## src/urxbs_regs.vh

```
// Register offsets, bit positions and reset values of the receive status block.
`ifndef URXBS_REGS_VH
`define URXBS_REGS_VH
// Byte offsets on the APB bus.
`define URXBS_ADDR_DATA 12'h000
`define URXBS_ADDR_STATUS 12'h004
`define URXBS_ADDR_CTRLB 12'h008
`define URXBS_ADDR_CTRLC 12'h00C
`define URXBS_ADDR_FRAME 12'h010
`define URXBS_ADDR_MSB 11
// Status register bits.
`define URXBS_ST_PARITY 2
`define URXBS_ST_OVERRUN 3
`define URXBS_ST_FRAME 4
`define URXBS_ST_DONE 7
// Control register B bits.
`define URXBS_CB_NINTH 1
`define URXBS_CB_RXEN 4
`define URXBS_CB_IRQEN 7
// Control register C bits.
`define URXBS_CC_STOP 3
`define URXBS_CC_PODD 4
`define URXBS_CC_PEN 5
`define URXBS_CC_SIZE_LO 0
`define URXBS_CC_SIZE_HI 2
// Frame word bits written by the front end.
`define URXBS_FR_DATA_HI 8
`define URXBS_FR_PAR 9
`define URXBS_FR_STOP 10
// Buffer entry layout: data[8:0], frame, overrun, parity.
`define URXBS_EN_FE 9
`define URXBS_EN_OR 10
`define URXBS_EN_PE 11
`define URXBS_EN_W 12
// Reset values.
`define URXBS_CTRLB_RST 8'h00
`define URXBS_CTRLC_RST 8'h06
`define URXBS_SIZE_9BIT 3'h7
`define URXBS_ZERO32 32'h0000_0000
`endif

```

## src/urxbs_fifo.v

```verilog
// Two-entry receive buffer holding characters with their error flags.
`timescale 1ns/100ps
`include "urxbs_regs.vh"
module urxbs_fifo (
  // Clock and control.
  input wire clk_sys,
  input wire reset,
  input wire clkEn,
  input wire flush,
  // Write side.
  input wire wrEn,
  input wire [`URXBS_EN_W-1:0] wrData,
  // Read side.
  input wire rdEn,
  output wire [`URXBS_EN_W-1:0] rdData,
  output wire notEmpty,
  output wire full
);
  reg [`URXBS_EN_W-1:0] mem_ff [0:1];
  reg rdPtr_ff;
  reg wrPtr_ff;
  reg [1:0] count_ff;
  wire doRd;
  wire doWr;
  assign notEmpty = (count_ff != 2'd0);
  assign full = (count_ff == 2'd2);
  assign doRd = rdEn & notEmpty;
  assign doWr = wrEn & (~full | doRd);
  assign rdData = mem_ff[rdPtr_ff];
  always @(posedge clk_sys) begin
    if (reset || (clkEn && flush)) begin
      rdPtr_ff <= 1'b0;
      wrPtr_ff <= 1'b0;
      count_ff <= 2'd0;
    end else if (clkEn) begin
      // Simultaneous read and write both take effect. [RULE_26]
      if (doWr) begin
        mem_ff[wrPtr_ff] <= wrData;
        wrPtr_ff <= ~wrPtr_ff;
      end
      if (doRd) begin
        rdPtr_ff <= ~rdPtr_ff; // [RULE_05]
      end
      count_ff <= count_ff + {1'b0, doWr} - {1'b0, doRd};
    end
  end
endmodule // urxbs_fifo

```

## src/urxbs_rx_status.v

```verilog
// Receive buffer, error flags, parity check and APB registers of the serial port.
`timescale 1ns/100ps
`include "urxbs_regs.vh"
// Contract
// RULE_01: Done flag high while buffer holds characters.
// RULE_02: Receiver disable flushes buffer, clears done.
// RULE_03: Interrupt is level of flag and enable.
// RULE_04: Handler reads data to retire character.
// RULE_05: Data read pops oldest buffer entry.
// RULE_06: Error flags stored per character, shown oldest.
// RULE_07: Software reads status before data.
// RULE_08: Status writes leave error flags unchanged.
// RULE_09: Software writes zero to error flag positions.
// RULE_10: Error flags raise no interrupt.
// RULE_11: Frame error equals inverted first stop bit.
// RULE_12: Only first stop bit is checked.
// RULE_13: Overrun when full, pending, new start.
// RULE_14: Overrun cleared by successful buffer transfer.
// RULE_15: Parity enable bit gates check; odd select.
// RULE_16: Computed parity compared, mismatch stored per character.
// RULE_17: Parity error zero when checking disabled.
// RULE_18: Flags valid until data register read.
// RULE_19: Disable abandons partial frame immediately.
// RULE_20: Disabled receiver releases pin override.
// RULE_21: Software flushes by reading until done clears.
// RULE_22: Ninth bit per entry, read before data.
// RULE_23: Completed frame moves into buffer at stop.
// RULE_24: Unused upper data bits read zero.
// RULE_25: Parity select zero even, one odd.
// RULE_26: Simultaneous read and write both performed.
module urxbs_rx_status (
  // Clock, reset and clock enable.
  input wire clk_sys,
  input wire reset,
  input wire clkEn,
  // APB slave.
  input wire psel,
  input wire penable,
  input wire pwrite,
  input wire [`URXBS_ADDR_MSB:0] paddr,
  input wire [31:0] pwdata,
  output reg [31:0] prdata,
  output wire pready,
  output wire pslverr,
  // Front end: completed frame and start bit detection.
  input wire frameValid,
  input wire [10:0] frameBits,
  input wire startDetect,
  // Receiver control toward the front end and pin.
  output wire rxEnable,
  output wire rxPinOverride,
  output wire rxAbort,
  output wire [2:0] charSize,
  output wire stopTwo,
  // Interrupt request.
  output wire rxDoneIrq
);
  reg [7:0] ctrlB_ff;
  reg [7:0] ctrlC_ff;
  reg [`URXBS_EN_W-1:0] pend_ff;
  reg pendValid_ff;
  reg overrun_ff;
  wire [`URXBS_EN_W-1:0] headEntry;
  wire [`URXBS_EN_W-1:0] newEntry;
  wire [`URXBS_EN_W-1:0] capEntry;
  wire rxDisable;
  wire bufNotEmpty;
  wire bufFull;
  wire apbWr;
  wire apbRd;
  wire dataRead;
  wire moveToBuf;
  wire parityErr;
  wire [8:0] maskedData;
  wire [7:0] statusByte;

  // Mask data bits beyond the configured character size.
  function [8:0] size_mask;
    input [2:0] sz;
    begin
      case (sz)
        3'd0: size_mask = 9'h01F;
        3'd1: size_mask = 9'h03F;
        3'd2: size_mask = 9'h07F;
        `URXBS_SIZE_9BIT: size_mask = 9'h1FF;
        default: size_mask = 9'h0FF;
      endcase
    end
  endfunction

  assign apbWr = psel & penable & pwrite & clkEn;
  assign apbRd = psel & penable & ~pwrite & clkEn;
  assign pready = 1'b1;
  assign pslverr = 1'b0;
  assign rxEnable = ctrlB_ff[`URXBS_CB_RXEN];
  assign rxPinOverride = rxEnable; // [RULE_20]
  // Front end must drop any partial frame at once on disable. [RULE_19]
  assign rxAbort = ~rxEnable;
  assign charSize = {ctrlC_ff[`URXBS_CC_SIZE_HI:`URXBS_CC_SIZE_LO]};
  assign stopTwo = ctrlC_ff[`URXBS_CC_STOP];

  // Parity over the data bits, odd select inverts the expected sense. [RULE_16] [RULE_25]
  assign maskedData = frameBits[`URXBS_FR_DATA_HI:0] & size_mask(charSize);
  assign parityErr = ctrlC_ff[`URXBS_CC_PEN] & // [RULE_15] [RULE_17]
    ((^maskedData) ^ ctrlC_ff[`URXBS_CC_PODD] ^ frameBits[`URXBS_FR_PAR]);
  // Checks are made as the frame is taken, with the settings of that moment. [RULE_17]
  // Only the first stop bit is examined. [RULE_11] [RULE_12]
  assign capEntry = {parityErr, 1'b0, ~frameBits[`URXBS_FR_STOP], maskedData};
  // The held frame carries its own results into the buffer. [RULE_06]
  assign newEntry = {pend_ff[`URXBS_EN_PE], overrun_ff, pend_ff[`URXBS_EN_FE:0]};
  // A write that clears the enable flushes at that same edge. [RULE_02] [RULE_19]
  assign rxDisable = ~rxEnable |
    (apbWr & (paddr == `URXBS_ADDR_CTRLB) & ~pwdata[`URXBS_CB_RXEN]);

  assign dataRead = apbRd & (paddr == `URXBS_ADDR_DATA);
  // Frame moves once buffer has room, including room freed this cycle. [RULE_23]
  assign moveToBuf = pendValid_ff & rxEnable & (~bufFull | dataRead);

  urxbs_fifo uBuf (
    .clk_sys(clk_sys),
    .reset(reset),
    .clkEn(clkEn),
    .flush(rxDisable), // [RULE_02]
    .wrEn(moveToBuf),
    .wrData(newEntry),
    .rdEn(dataRead), // [RULE_05]
    .rdData(headEntry),
    .notEmpty(bufNotEmpty),
    .full(bufFull)
  );

  // Error flags follow the oldest entry. [RULE_06] [RULE_18]
  assign statusByte = {bufNotEmpty, 2'b00, // [RULE_01]
    headEntry[`URXBS_EN_FE] & bufNotEmpty,
    headEntry[`URXBS_EN_OR] & bufNotEmpty,
    headEntry[`URXBS_EN_PE] & bufNotEmpty, 2'b00};
  // Only the done flag feeds the request. [RULE_03] [RULE_10]
  assign rxDoneIrq = bufNotEmpty & ctrlB_ff[`URXBS_CB_IRQEN];

  always @(posedge clk_sys) begin
    if (reset) begin
      ctrlB_ff <= `URXBS_CTRLB_RST;
      ctrlC_ff <= `URXBS_CTRLC_RST;
      pend_ff <= {`URXBS_EN_W{1'b0}};
      pendValid_ff <= 1'b0;
      overrun_ff <= 1'b0;
    end else if (clkEn) begin
      // Status writes have no effect on error flags. [RULE_08]
      if (apbWr && paddr == `URXBS_ADDR_CTRLB) begin
        ctrlB_ff <= {pwdata[7:2], ctrlB_ff[`URXBS_CB_NINTH], pwdata[0]};
      end
      if (apbWr && paddr == `URXBS_ADDR_CTRLC) begin
        ctrlC_ff <= pwdata[7:0];
      end
      if (rxDisable) begin
        pendValid_ff <= 1'b0;
        overrun_ff <= 1'b0;
      end else begin
        if (moveToBuf) begin
          pendValid_ff <= 1'b0;
          overrun_ff <= 1'b0; // [RULE_14]
        end
        if (frameValid && (!pendValid_ff || moveToBuf)) begin
          pend_ff <= capEntry;
          pendValid_ff <= 1'b1;
        end
        // A start bit while buffer and shift register are both full. [RULE_13]
        if (startDetect && bufFull && pendValid_ff && !moveToBuf) begin
          overrun_ff <= 1'b1;
        end
      end
    end
  end

  // Read data; the ninth bit rides in control B from the head entry. [RULE_22] [RULE_24]
  always @* begin
    prdata = `URXBS_ZERO32;
    case (paddr)
      `URXBS_ADDR_DATA: prdata = {24'h00_0000, headEntry[7:0]};
      `URXBS_ADDR_STATUS: prdata = {24'h00_0000, statusByte};
      `URXBS_ADDR_CTRLB: prdata = {24'h00_0000, ctrlB_ff[7:2],
        headEntry[`URXBS_FR_DATA_HI] & bufNotEmpty, ctrlB_ff[0]};
      `URXBS_ADDR_CTRLC: prdata = {24'h00_0000, ctrlC_ff};
      default: prdata = `URXBS_ZERO32;
    endcase
  end
endmodule // urxbs_rx_status

```

## config.mk

```make
export PLATFORM = sky130hd
export DESIGN_NAME = urxbs_rx_status
export DESIGN_NICKNAME = d
export VERILOG_FILES = /design/src/urxbs_fifo.v /design/src/urxbs_rx_status.v
export VERILOG_INCLUDE_DIRS = /design/src
export SDC_FILE = /design/constraint.sdc
export NUM_CORES = 1
export LEC_CHECK = 0
export BUFFER_PORTS_ARGS = -buffer_cell sky130_fd_sc_hd__buf_2
export CAP_MARGIN = 20
export CORE_ASPECT_RATIO = 0.7
export CORE_UTILIZATION = 45
export DETAILED_ROUTE_END_ITERATION = 6
export GPL_ROUTABILITY_DRIVEN = 0
export PLACE_DENSITY = 0.79
export SLEW_MARGIN = 5
export SYNTH_ARGS = -nofsm -noshare
export SYNTH_HDL_FRONTEND = slang
export SYNTH_HIERARCHICAL = 1
export SYNTH_SLANG_ARGS = --single-unit
```

## constraint.sdc

```tcl
create_clock -name clk_sys -period 2.7 [get_ports clk_sys]
set_input_delay 0.54 -clock clk_sys [delete_from_list [all_inputs] [get_ports clk_sys]]
set_output_delay 0.54 -clock clk_sys [all_outputs]
set_load 0.1 [all_outputs]
```

; ---- Word level (Yosys, flattened, before mapping)
; Memories as Yosys holds them, arrays and structs flattened. A register that Yosys moved wholly into a read port is not among the register bits.
; Cells that the tools add are included.
[word_totals]
inputBits = 63
latch_bits = 0
mem_count = 1
ff_bits = 32
mem_bits_rw = 24
rom_bits = 0
wordCells = 87
[op_classes]
mux = 13
bitwise_logic = 32
n_lt_le_gt_ge = 0
shift = 0
mul = 0
n_eq_ne = 7
addsub = 2
div_mod_pow = 0
reduce_logical = 24
[mem_list]
columns = name, words, width, rd, rd_clocked_by_memory_dff, wr, line
row1 = uBuf.mem_ff, 2, 12, 1, 1, 1, urxbs_fifo.v:19  ; reg [`URXBS_EN_W-1:0] mem_ff [0:1];
[op_table]
columns = operator, count
row1 = case mux 9 bit (4 select lines), 1
row2 = case mux 8 bit (4 select lines), 1
row3 = equality test 12 x 4 -> 1 bit (second input constant), 2
row4 = bitwise AND 1 bit, 18
row5 = equality test 12 x 3 -> 1 bit (second input constant), 1
row6 = zero test 12 bit, 1
row7 = AND reduction 2 bit, 6
row8 = two-way mux 1 bit, 11
row9 = bitwise AND 9 bit, 1
row10 = parity 9 bit, 1
row11 = NOT 1 bit, 8
row12 = logical AND 1 bit, 7
row13 = nonzero test 3 bit, 2
row14 = equality test 3 x 1 -> 1 bit (second input constant), 1
row15 = equality test 3 x 2 -> 1 bit (second input constant), 1
row16 = equality test 3 bit (second input constant), 1
row17 = zero test 3 bit, 1
row18 = bitwise OR 1 bit, 3
row19 = AND reduction 3 bit, 1
row20 = adder 2 x 1 -> 2 bit, 1
row21 = equality test 2 bit (second input constant), 1
row22 = zero test 1 bit, 2
row23 = logical OR 1 bit, 2
row24 = nonzero test 2 bit, 1
row25 = other kinds (2), 3

; ---- Logic depth before layout (Yosys ltp)
; Gate-level depths: netlist (run 1).
[logic_depth]
word_depth = 11
mapped_depth = 12

; ---- Cells and area by module
; The synthesis (run 1) kept the hierarchy.
[modules_own_cells]
columns = module, seq_area_each_um2, area_each_um2, n_inst, cells_each
row1 = urxbs_rx_status, 560.5, 1828.0, 1, 207
row2 = urxbs_fifo, 820.8, 1138.6, 1, 72

; ---- Worst setup path after synthesis (run 1)
; Ideal clock, no wire load.
[synth_path]
kind = reg2out
from = register ctrlB_ff[4]
to = output port prdata[4]
arrival_time_ps = 3517
path_slack_ps = -1357
stages_incl_launch_ff = 3
cell_sequence = dfxtp_1 -> mux2i_1 -> a211oi_1
[synth_via]
elab_chain_len = 1
[synth_lines]
columns = item, line
row1 = from (decl), urxbs_rx_status.v:58  ; reg [7:0] ctrlB_ff;
row2 = from (signal assigned), urxbs_rx_status.v:142  ; ctrlB_ff <= `URXBS_CTRLB_RST;
row3 = from (signal assigned), urxbs_rx_status.v:150  ; ctrlB_ff <= {pwdata[7:2], ctrlB_ff[`URXBS_CB_NINTH], pwdata[0]};
row4 = case mux 8 bit (4 select lines), urxbs_rx_status.v:178  ; case (paddr)
row5 = to (decl), urxbs_rx_status.v:42  ; output reg [31:0] prdata,
; Every way passes these cells.

==> results of run 1 <==
==> layer usage <==
metal,global-route usage [%],wire length [µm],vias to the layer above
met1,25.5,2940,1014
met2,28.9,2830,59
met3,5.81,324,13
met4,10.1,151,0
met5,0,0,-
li1,-,-,1052
==> report_power, final <==
| part | switching [mW] | internal, mW | total (mW) |
|---|---|---|---|
| clock | 0.311 | 0.378 | 0.689 |
| combinational | 0.218 | 0.0482 | 0.266 |
| sequential | 0.00000514 | 0.891 | 0.891 |
==> kinds of logic after synthesis <==
family / count (synthesis) / share of synthesized area (%)
xor gates and xnor gates: 12 / 3.54
DFF: 57 / 46.6
other: 2 / 0.253
buffers and inverters: 48 / 10.2
adders and majority gates: 1 / 0.422
and+or+nand+nor: 83 / 15.0
AOI/OAI and AO/OA: 36 / 9.41
muxes: 40 / 14.6
==> sequential cells by signal, indices dropped and copies added, names as in the netlist, named ones only <==
| name | cells |
|---|---|
| uBuf/mem_ff | 24 |
| pend_ff | 11 |
| uBuf/rdPtr_ff | 1 |
| ctrlB_ff | 7 |
| uBuf/wrPtr_ff | 1 |
| ctrlC_ff | 8 |
| overrun_ff | 1 |
| uBuf/count_ff | 2 |
| pendValid_ff | 1 |
==> how the worst max path moves through the flow <==
stage / endpoint / slack [ps]
after floorplan: prdata[4] / -430
after global placement: uBuf/count_ff[1] / 40
after detailed placement: uBuf/count_ff[1] / -70
after CTS: prdata[3] / 110
after global routing: prdata[3] / 50
final: prdata[3] / 140
==> cell type report <==
type	instances	share of cell area [%]
Timing Repair Buffer	65	13.8
Multi-Input combinational cell	198	39.5
Tap cell	78	2.71
Inverter	7	0.730
Clock buffer	13	4.41
Clock inverter	3	0.417
Sequential cell	57	38.4
==> critical path, stage by stage (launching register included) <==
cell      delay, ps
dfxtp_2         460
mux2_2          380
nor2b_1         140
a311oi_1        420
a211oi_4         90
buf_12          190
==> Yosys cell counts, types with 6 or more instances <==
library cell | count | share of area (%)
mux2i_1 | 23 | 7.8
nor2_1 | 41 | 5.2
dfxtp_1 | 33 | 22
nor2b_1 | 7 | 1.5
inv_1 | 7 | 0.89
clkbuf_1 | 6 | 0.76
xnor2_1 | 8 | 2.4
buf_4 | 30 | 7.6
nand2_1 | 6 | 0.76
edfxtp_1 | 24 | 24
mux2_2 | 15 | 5.7
==> metrics.txt, run 1 <==
Clock Tree Buf Depth 2; R2R setup slack 330 ps; synthesized cell area 0.00297 mm²; Worst Hold Class in2reg; Worst Hold Depth 2; Worst-path clk slew 60 ps; setup ws final approximately 140 ps; largest net degree at the start of global routing 32; dpl cell area approximately 0.0034 mm²; Vias 2138; sequential share of the synthesized area 46.6%; clk sinks 57; Root Buffer clkbuf_8; worst hold margin 398 ps; startpoint type of the worst setup path flip-flop; Synth async-reset ratio 0%; pwr/cell area 513 mW/mm²; total CTS buffers 9; core area around 0.0063 mm²; # fillers around 530; Synth Warn # 6; CTS tree yes; Final Hold Viols 0; DRT Wirelength 6250 µm; Core Util, Final 57.1%; Lkg Pwr about 1.5 nW; final instance area 0.00360 mm²; GR Overflow Total 0; Hold Path Origin frameBits[10]; dpl cells 405; number of synthesized flops with an enable pin 24; launching point of the worst reg2reg path uBuf/count_ff[1]; Port Buffer Count 54; reg2reg end uBuf/count_ff[1]; Reg area between 0.001 and 0.0015 mm²; Slew @ Worst Pin 813 ps; WS Path Type reg2out; maxcap violations 0; P&R area growth vs syn 21.3%; Routed Antenna Nets 0; vias in the first global route 2014; FP Rows 24; commonest non-fill, non-tap cell in the layout buf_2; Die ar. between 0.006 and 0.007 mm²; Die Span X between 90 and 100 µm; share of layout cells above drive strength 1 32.9%; DRC 0; initial antenna violation count 0; FMAX ~400 MHz; setup TNS 0 ps; crit-path max FO 8; Worst slew margin 45.8%; R2R depth 11; vias per cell between 5 and 6; Final Skew between 5 and 6 ps; drt first pass iters 4; Synth cell types 49; min Tclk post-route 2560 ps; number of diodes 0; depth of the CTS H-tree 3; Place WS -69.7 ps; Setup crit end kind output pin; #FFs+latches synth 57; Final period util 94.8%; Worst Path Required 2160 ps; Post-CTS Setup Inserts 0; Hold Buf Count CTS 0; wire per inst 14.9 µm; die height 69.9 µm; max-slew violations 0; Final Net Count 402; area of the multi-input gates 0.00142 mm²; first-pass GRT wire length 9870 µm; overall power 1.85 mW; leading register cell type out of synthesis dfxtp_1; Gate Count Post-Synth 279; status finished clean; RSZ-0062 raised after global routing no; Initial Util 47.0%; Finished Layout Cells 421; worst vdd ir 0.218 mV; hold worst-path end pend_ff[9]; crit path DAT just over 2000 ps; post_cts resized 1; Clock Latency Late Sink 340 ps; final setup fails 0; Total GRT Usage 19.4%; detailed placement HPWL about 4600 µm; DRT iter0 DRCs 106; most frequent cells in the layout buf_2, nor2_1, dfxtp_1; Avg Cell Area, Syn 10.6 µm²; count of boundary I/O pins between 100 and 150
Power figures use the tool's default switching activity.
==> run 2, diff against run 1 <==
==> constraint.sdc (replaced) <==
create_clock -name clk_sys -period 2.1 [get_ports clk_sys]
set_input_delay 0.42 -clock clk_sys [delete_from_list [all_inputs] [get_ports clk_sys]]
set_output_delay 0.42 -clock clk_sys [all_outputs]
set_load 0.1 [all_outputs]
==> run 2 against run 1 <==
The flow now finishes with violations (setup timing). Critical path depth grew 1. Worst setup slack worse by 300 ps. Global-route usage increased by 1.6 points. Sequential power rose by 28%. Utilization up 6.3 points. Count of clock-buffer cells in the layout grew 1. First-iteration DRC count is 24% lower. Routed wire length rose by 8.8%. Hold slack got worse by 120 ps. Register-to-register slack got worse by 360 ps. Die area unchanged. Cell area up 11%. Critical path type unchanged. Largest cell class unchanged. Highest routed layer unchanged.
==> metrics.txt, run 2 (synthesized netlist as in run 1, its figures left out) <==
vias in the first global route 2264 (+12%); Clock Latency Late Sink 340 ps (about the same); wire per inst 15.3 µm (+3.1%); vias per cell 5.03 (-0.92%); pwr/cell area 641 mW/mm² (+25%); dpl cell area 0.00361 mm² (+5.3%); status finished, violations left; Final Net Count 425 (+5.7%); NetSw 0.700 mW (+32%); Final Skew 5.43 ps (-0.299 ps); final instance area 0.00400 mm² (+11%); Die ar. 0.00693 mm² (unchanged); # fillers 492 (-7.9%); DRT Wirelength 6800 µm (+8.8%); GR Overflow Total 0 (unchanged); crit-path max FO 6 (-2); min Tclk post-route about 2300 ps; Worst-path clk slew 60 ps (about the same); CTS tree yes; Routed Antenna Nets 0 (unchanged); largest registers uBuf/mem_ff x24, pend_ff x11, ctrlC_ff x8; number of diodes 0 (unchanged); Clock Tree Buf Depth 2 (unchanged); register share of total power 44.6% (-3.6 points); DRC 0 (unchanged); crit-path cells buf_6, mux2_4, a311oi_2, buf_4, a211oi_4, buf_12; Worst Hold Class in2reg; Port Buffer Count 54 (unchanged); Net Sw Frac 27.3% (-1.3 points); most frequent cells in the layout buf_2, nor2_1, dfxtp_1; commonest non-fill, non-tap cell in the layout buf_2; Setup crit end kind output pin; Total GRT Usage 21.0% (+1.6 points); crit path DAT 1840 ps (-180 ps); share of layout cells above drive strength 1 42.3% (+9.4 points); startpoint type of the worst setup path flip-flop; final setup fails 9 (+9); die height 69.9 µm (unchanged); initial antenna violation count 0 (unchanged); core area 0.00631 mm² (unchanged); Critical-path top delay cell dfxtp_4; first-pass GRT wire length 10800 µm (+9.4%); largest reg by FF count uBuf/mem_ff; Reg area 0.00139 mm² (+0.45%); depth of the CTS H-tree 3 (unchanged); DRT iter0 DRCs 81 (-24%); setup ws final -163 ps (-305 ps); drt first pass iters 4 (unchanged); Lkg Pwr 1.67 nW (+10%); area of the multi-input gates 0.00157 mm² (+11%); Final Hold Viols 0 (unchanged); setup TNS -895 ps (-895 ps); worst vdd ir 0.389 mV (+78%); Comb power frac 14.2% (-0.2 points); failing checks setup timing; P&R area growth vs syn 34.8%; Worst Path Required 1680 ps (-480 ps); largest net degree at the start of global routing 24 (-25%); R2R setup slack -30 ps (-360 ps); count of boundary I/O pins 105 (unchanged); FMAX 442 MHz; Vias 2234 (+4.5%); WS Path Type reg2out; total CTS buffers 9 (unchanged); RSZ-0062 raised after global routing yes; overall power 2.56 mW (+39%); max-slew violations 0 (unchanged); detailed placement HPWL 4810 µm (+5.5%); Core Util, Final 63.4% (+6.3 points); clock share of power 41.2% (+3.9 points); clk sinks 57 (unchanged); Initial Util 47.0% (unchanged); Final period util 108%; Root Buffer clkbuf_8; Largest register FFs 24 (unchanged); Die Span X 99.0 µm (unchanged); FP Rows 24 (unchanged); maxcap violations 0 (unchanged); internal power 1.86 mW (+41%); Hold Buf Count CTS 0 (unchanged); Max stage delay on crit path 410 ps (-50 ps); worst hold margin 281 ps (-117 ps)
## run 2: cell type report
cell class	count	area share (%)
timing repair buffer	88	17.6
inverter	7	0.657
tap	78	2.44
clock inverter	2	0.876
sequential	57	34.7
clock buffer	14	4.32
multi-input combinational	198	39.3
## run 2: power groups by stage
stage                     sequential [mW]  combinational [mW]  clock [mW]
after floorplan                      1.17               0.315           0
after global placement               1.17               0.350           0
after detailed placement             1.17               0.352           0
after CTS                            1.14               0.357        1.08
after global routing                 1.14               0.380        1.13
final                                1.14               0.363        1.05
## run 2: worst max-delay path: cells and delay by family (launching register included)
family / cells / cell delay, ps
multiplexers: 1 / 300
flip-flops: 1 / 410
buffers and inverters: 3 / 480
AO/OA/AOI/OAI: 2 / 310
## run 2: stage by stage
stage / instances / setup WS (ps)
finish: 444 / -163
global route: 444 / -234
CTS: 443 / -179
detailed placement: 424 / -451
global placement: 424 / -372
floorplan: 303 / -342
## run 2: metal layers
metal | GRT usage, % | wire length, µm
met4 | 8.79 | 82
met5 | 0 | 0
met2 | 33.8 | 3390
met3 | 7.01 | 361
met1 | 25.8 | 2960
## run 2: worst paths after layout
| path | start | endpoint | depth (start not counted) |
|---|---|---|---|
| worst max-delay path | flip-flop | prdata[2] | 6 |
| worst min-delay path | frameBits[10] | pend_ff[9] | 2 |
| worst max register to register | uBuf/count_ff[1] | uBuf/count_ff[1] | 11 |
| worst min register to register | pend_ff[6] | uBuf/mem_ff[0][6] | 0 |
## run 2: what timing repair did
action	4_1_cts	5_1_grt
setup endpoints to repair	20	22
gates resized for setup	19	16
pin swaps	10	5
setup buffers	3	1
==> run 3, diff against run 2 <==
--- a/config.mk
+++ b/config.mk
@@ -13,6 +13,7 @@
 export DETAILED_ROUTE_END_ITERATION = 6
 export GPL_ROUTABILITY_DRIVEN = 0
 export PLACE_DENSITY = 0.79
+export RECOVER_POWER = 50
 export SLEW_MARGIN = 5
 export SYNTH_ARGS = -nofsm -noshare
 export SYNTH_HDL_FRONTEND = slang
==> run 3 against run 2 <==
The run still ends with setup timing left. Die area stayed put. Critical path type unchanged. Largest power group unchanged. Clock skew hardly changed. Combinational power hardly changed. Sequential power hardly changed. First-iteration DRC count is 17% lower. Critical endpoint unchanged. Hold slack hardly changed. Fmax hardly changed. Critical path depth stayed put. Register-to-register slack hardly changed. Routed wire length is 0.16% lower.
==> metrics.txt, run 3 (synthesized netlist as in run 1, its figures left out) <==
failing checks setup timing; P&R area growth vs syn 34.1%; Worst Path Buf+Inv 3 (unchanged); Setup crit end kind output pin; Hold Buf Count CTS 0 (unchanged); wire per inst 15.3 µm (-0.16%); largest registers uBuf/mem_ff x24, pend_ff x11, ctrlC_ff x8; Final Net Count 425 (unchanged); Total GRT Usage 21.0% (unchanged); Clock Tree Buf Depth 2 (unchanged); first-pass GRT wire length 10800 µm (unchanged); Place WS -451 ps (unchanged); die height 69.9 µm (unchanged); Lkg Pwr 1.65 nW (-0.70%); crit-path max FO 6 (unchanged); Max stage delay on crit path 410 ps (about the same); cell family with most CP delay buffers and inverters; Worst Path Required 1680 ps (about the same); commonest non-fill, non-tap cell in the layout buf_2; Worst slew margin 64.1%; max-slew violations 0 (unchanged); Port Buffer Count 54 (unchanged); Largest register FFs 24 (unchanged); FMAX 442 MHz (about the same); Root Buffer clkbuf_8; core area 0.00631 mm² (unchanged); DRT Wirelength 6790 µm (-0.16%); largest net degree at the start of global routing 24 (unchanged); initial antenna violation count 0 (unchanged); Worst-path clk slew 60 ps (about the same); worst vdd ir 0.389 mV (about the same); most frequent cells in the layout buf_2, nor2_1, dfxtp_1; FP Rows 24 (unchanged); vias per cell 5.04 (+0.18%); GR Overflow Total 0 (unchanged); Initial Util 47.0% (unchanged); number of diodes 0 (unchanged); Clock Latency Late Sink 340 ps (about the same); detailed placement HPWL 4810 µm (unchanged); Die Span X 99.0 µm (unchanged); Worst Hold Class in2reg; CTS tree yes; vias in the first global route 2264 (unchanged); final setup fails 33 (+24); crit path DAT 1840 ps (about the same); Critical-path top delay cell dfxtp_4; depth of the CTS H-tree 3 (unchanged); maxcap violations 0 (unchanged); Core Util, Final 63.1% (-0.30 points); Final Hold Viols 0 (unchanged); total CTS buffers 9 (unchanged); DRT iter0 DRCs 67 (-17%); min Tclk post-route 2260 ps (-0.676 ps); Final period util 108% (about the same); count of boundary I/O pins 105 (unchanged); Finished Layout Cells 444 (unchanged); drt first pass iters 4 (unchanged); Final Skew 5.63 ps (+0.201 ps); clk sinks 57 (unchanged); largest reg by FF count uBuf/mem_ff; Routed Antenna Nets 0 (unchanged); dpl cells 424 (unchanged); Vias 2238 (+0.18%); share of layout cells above drive strength 1 42.1% (-0.27 points); RSZ-0062 raised after global routing yes; Slew @ Worst Pin roughly 540 ps; DRC 0 (unchanged); pwr/cell area 643 mW/mm² (+0.41%); WS Path Type reg2out; startpoint type of the worst setup path flip-flop; status finished, violations left; # fillers 494 (+0.41%); crit-path cells buf_6, mux2_4, a311oi_2, buf_4, a211oi_4, buf_12; Die ar. 0.00693 mm² (unchanged); overall power 2.56 mW (about the same); setup ws final -162 ps (+0.676 ps)
-- run 3: cell count changes in the layout (fill, tap and decap cells not counted), sizes merged --
cell / previous run / this run
clkbuf: 15 / 24
buf: 87 / 78
-- run 3: worst paths after layout --
| kind | startpoint | to | slack [ps] | depth (start not counted) |
|---|---|---|---|---|
| max | flip-flop | prdata[2] | -160 | 6 |
| min | frameBits[10] | pend_ff[9] | 280 | 2 |
| max reg2reg | uBuf/count_ff[1] | uBuf/count_ff[1] | -30 | 11 |
| min reg2reg | pend_ff[6] | uBuf/mem_ff[0][6] | 460 | 0 |
-- run 3: where the power goes --
| group | switching (mW) | internal (mW) | total [mW] |
|---|---|---|---|
| combinational | 0.289 | 0.0736 | 0.363 |
| clock | 0.409 | 0.644 | 1.05 |
| sequential | 0.00000668 | 1.14 | 1.14 |
-- run 3: area by class of cell --
class / instances / area (µm²) / share of cell area (%)
clock buffer: 14 / 173 / 4.34
clock inverter: 2 / 35.0 / 0.881
inverter: 7 / 26.3 / 0.660
multi-input combinational: 198 / 1570 / 39.5
sequential: 57 / 1390 / 34.9
tap: 78 / 97.6 / 2.45
timing repair buffer: 88 / 686 / 17.2
-- run 3: repair_timing --
item	in CTS	in global routing
endpoints found under the setup margin	20	22
setup buffers	3	1
resized for setup	19	16
pin swaps	10	5
endpoints found under the hold margin	0	0
-- run 3: per-stage QoR --
step	cell area [µm²]	TNS, ps	hold WS, ps
after floorplan	3160	-4870	425
after global placement	3610	-10210	433
after detailed placement	3610	-12320	446
after CTS	3920	-1300	273
after global routing	3980	-5660	281
final	3980	-1640	280
-- run 3: per-layer routing --
layer / track usage [%] / wire length [µm] / up-vias
li1: - / - / 1091
met1: 25.8 / 2980 / 1072
met2: 33.8 / 3400 / 66
met3: 7.01 / 318 / 9
met4: 8.79 / 82 / 0
met5: 0 / 0 / -
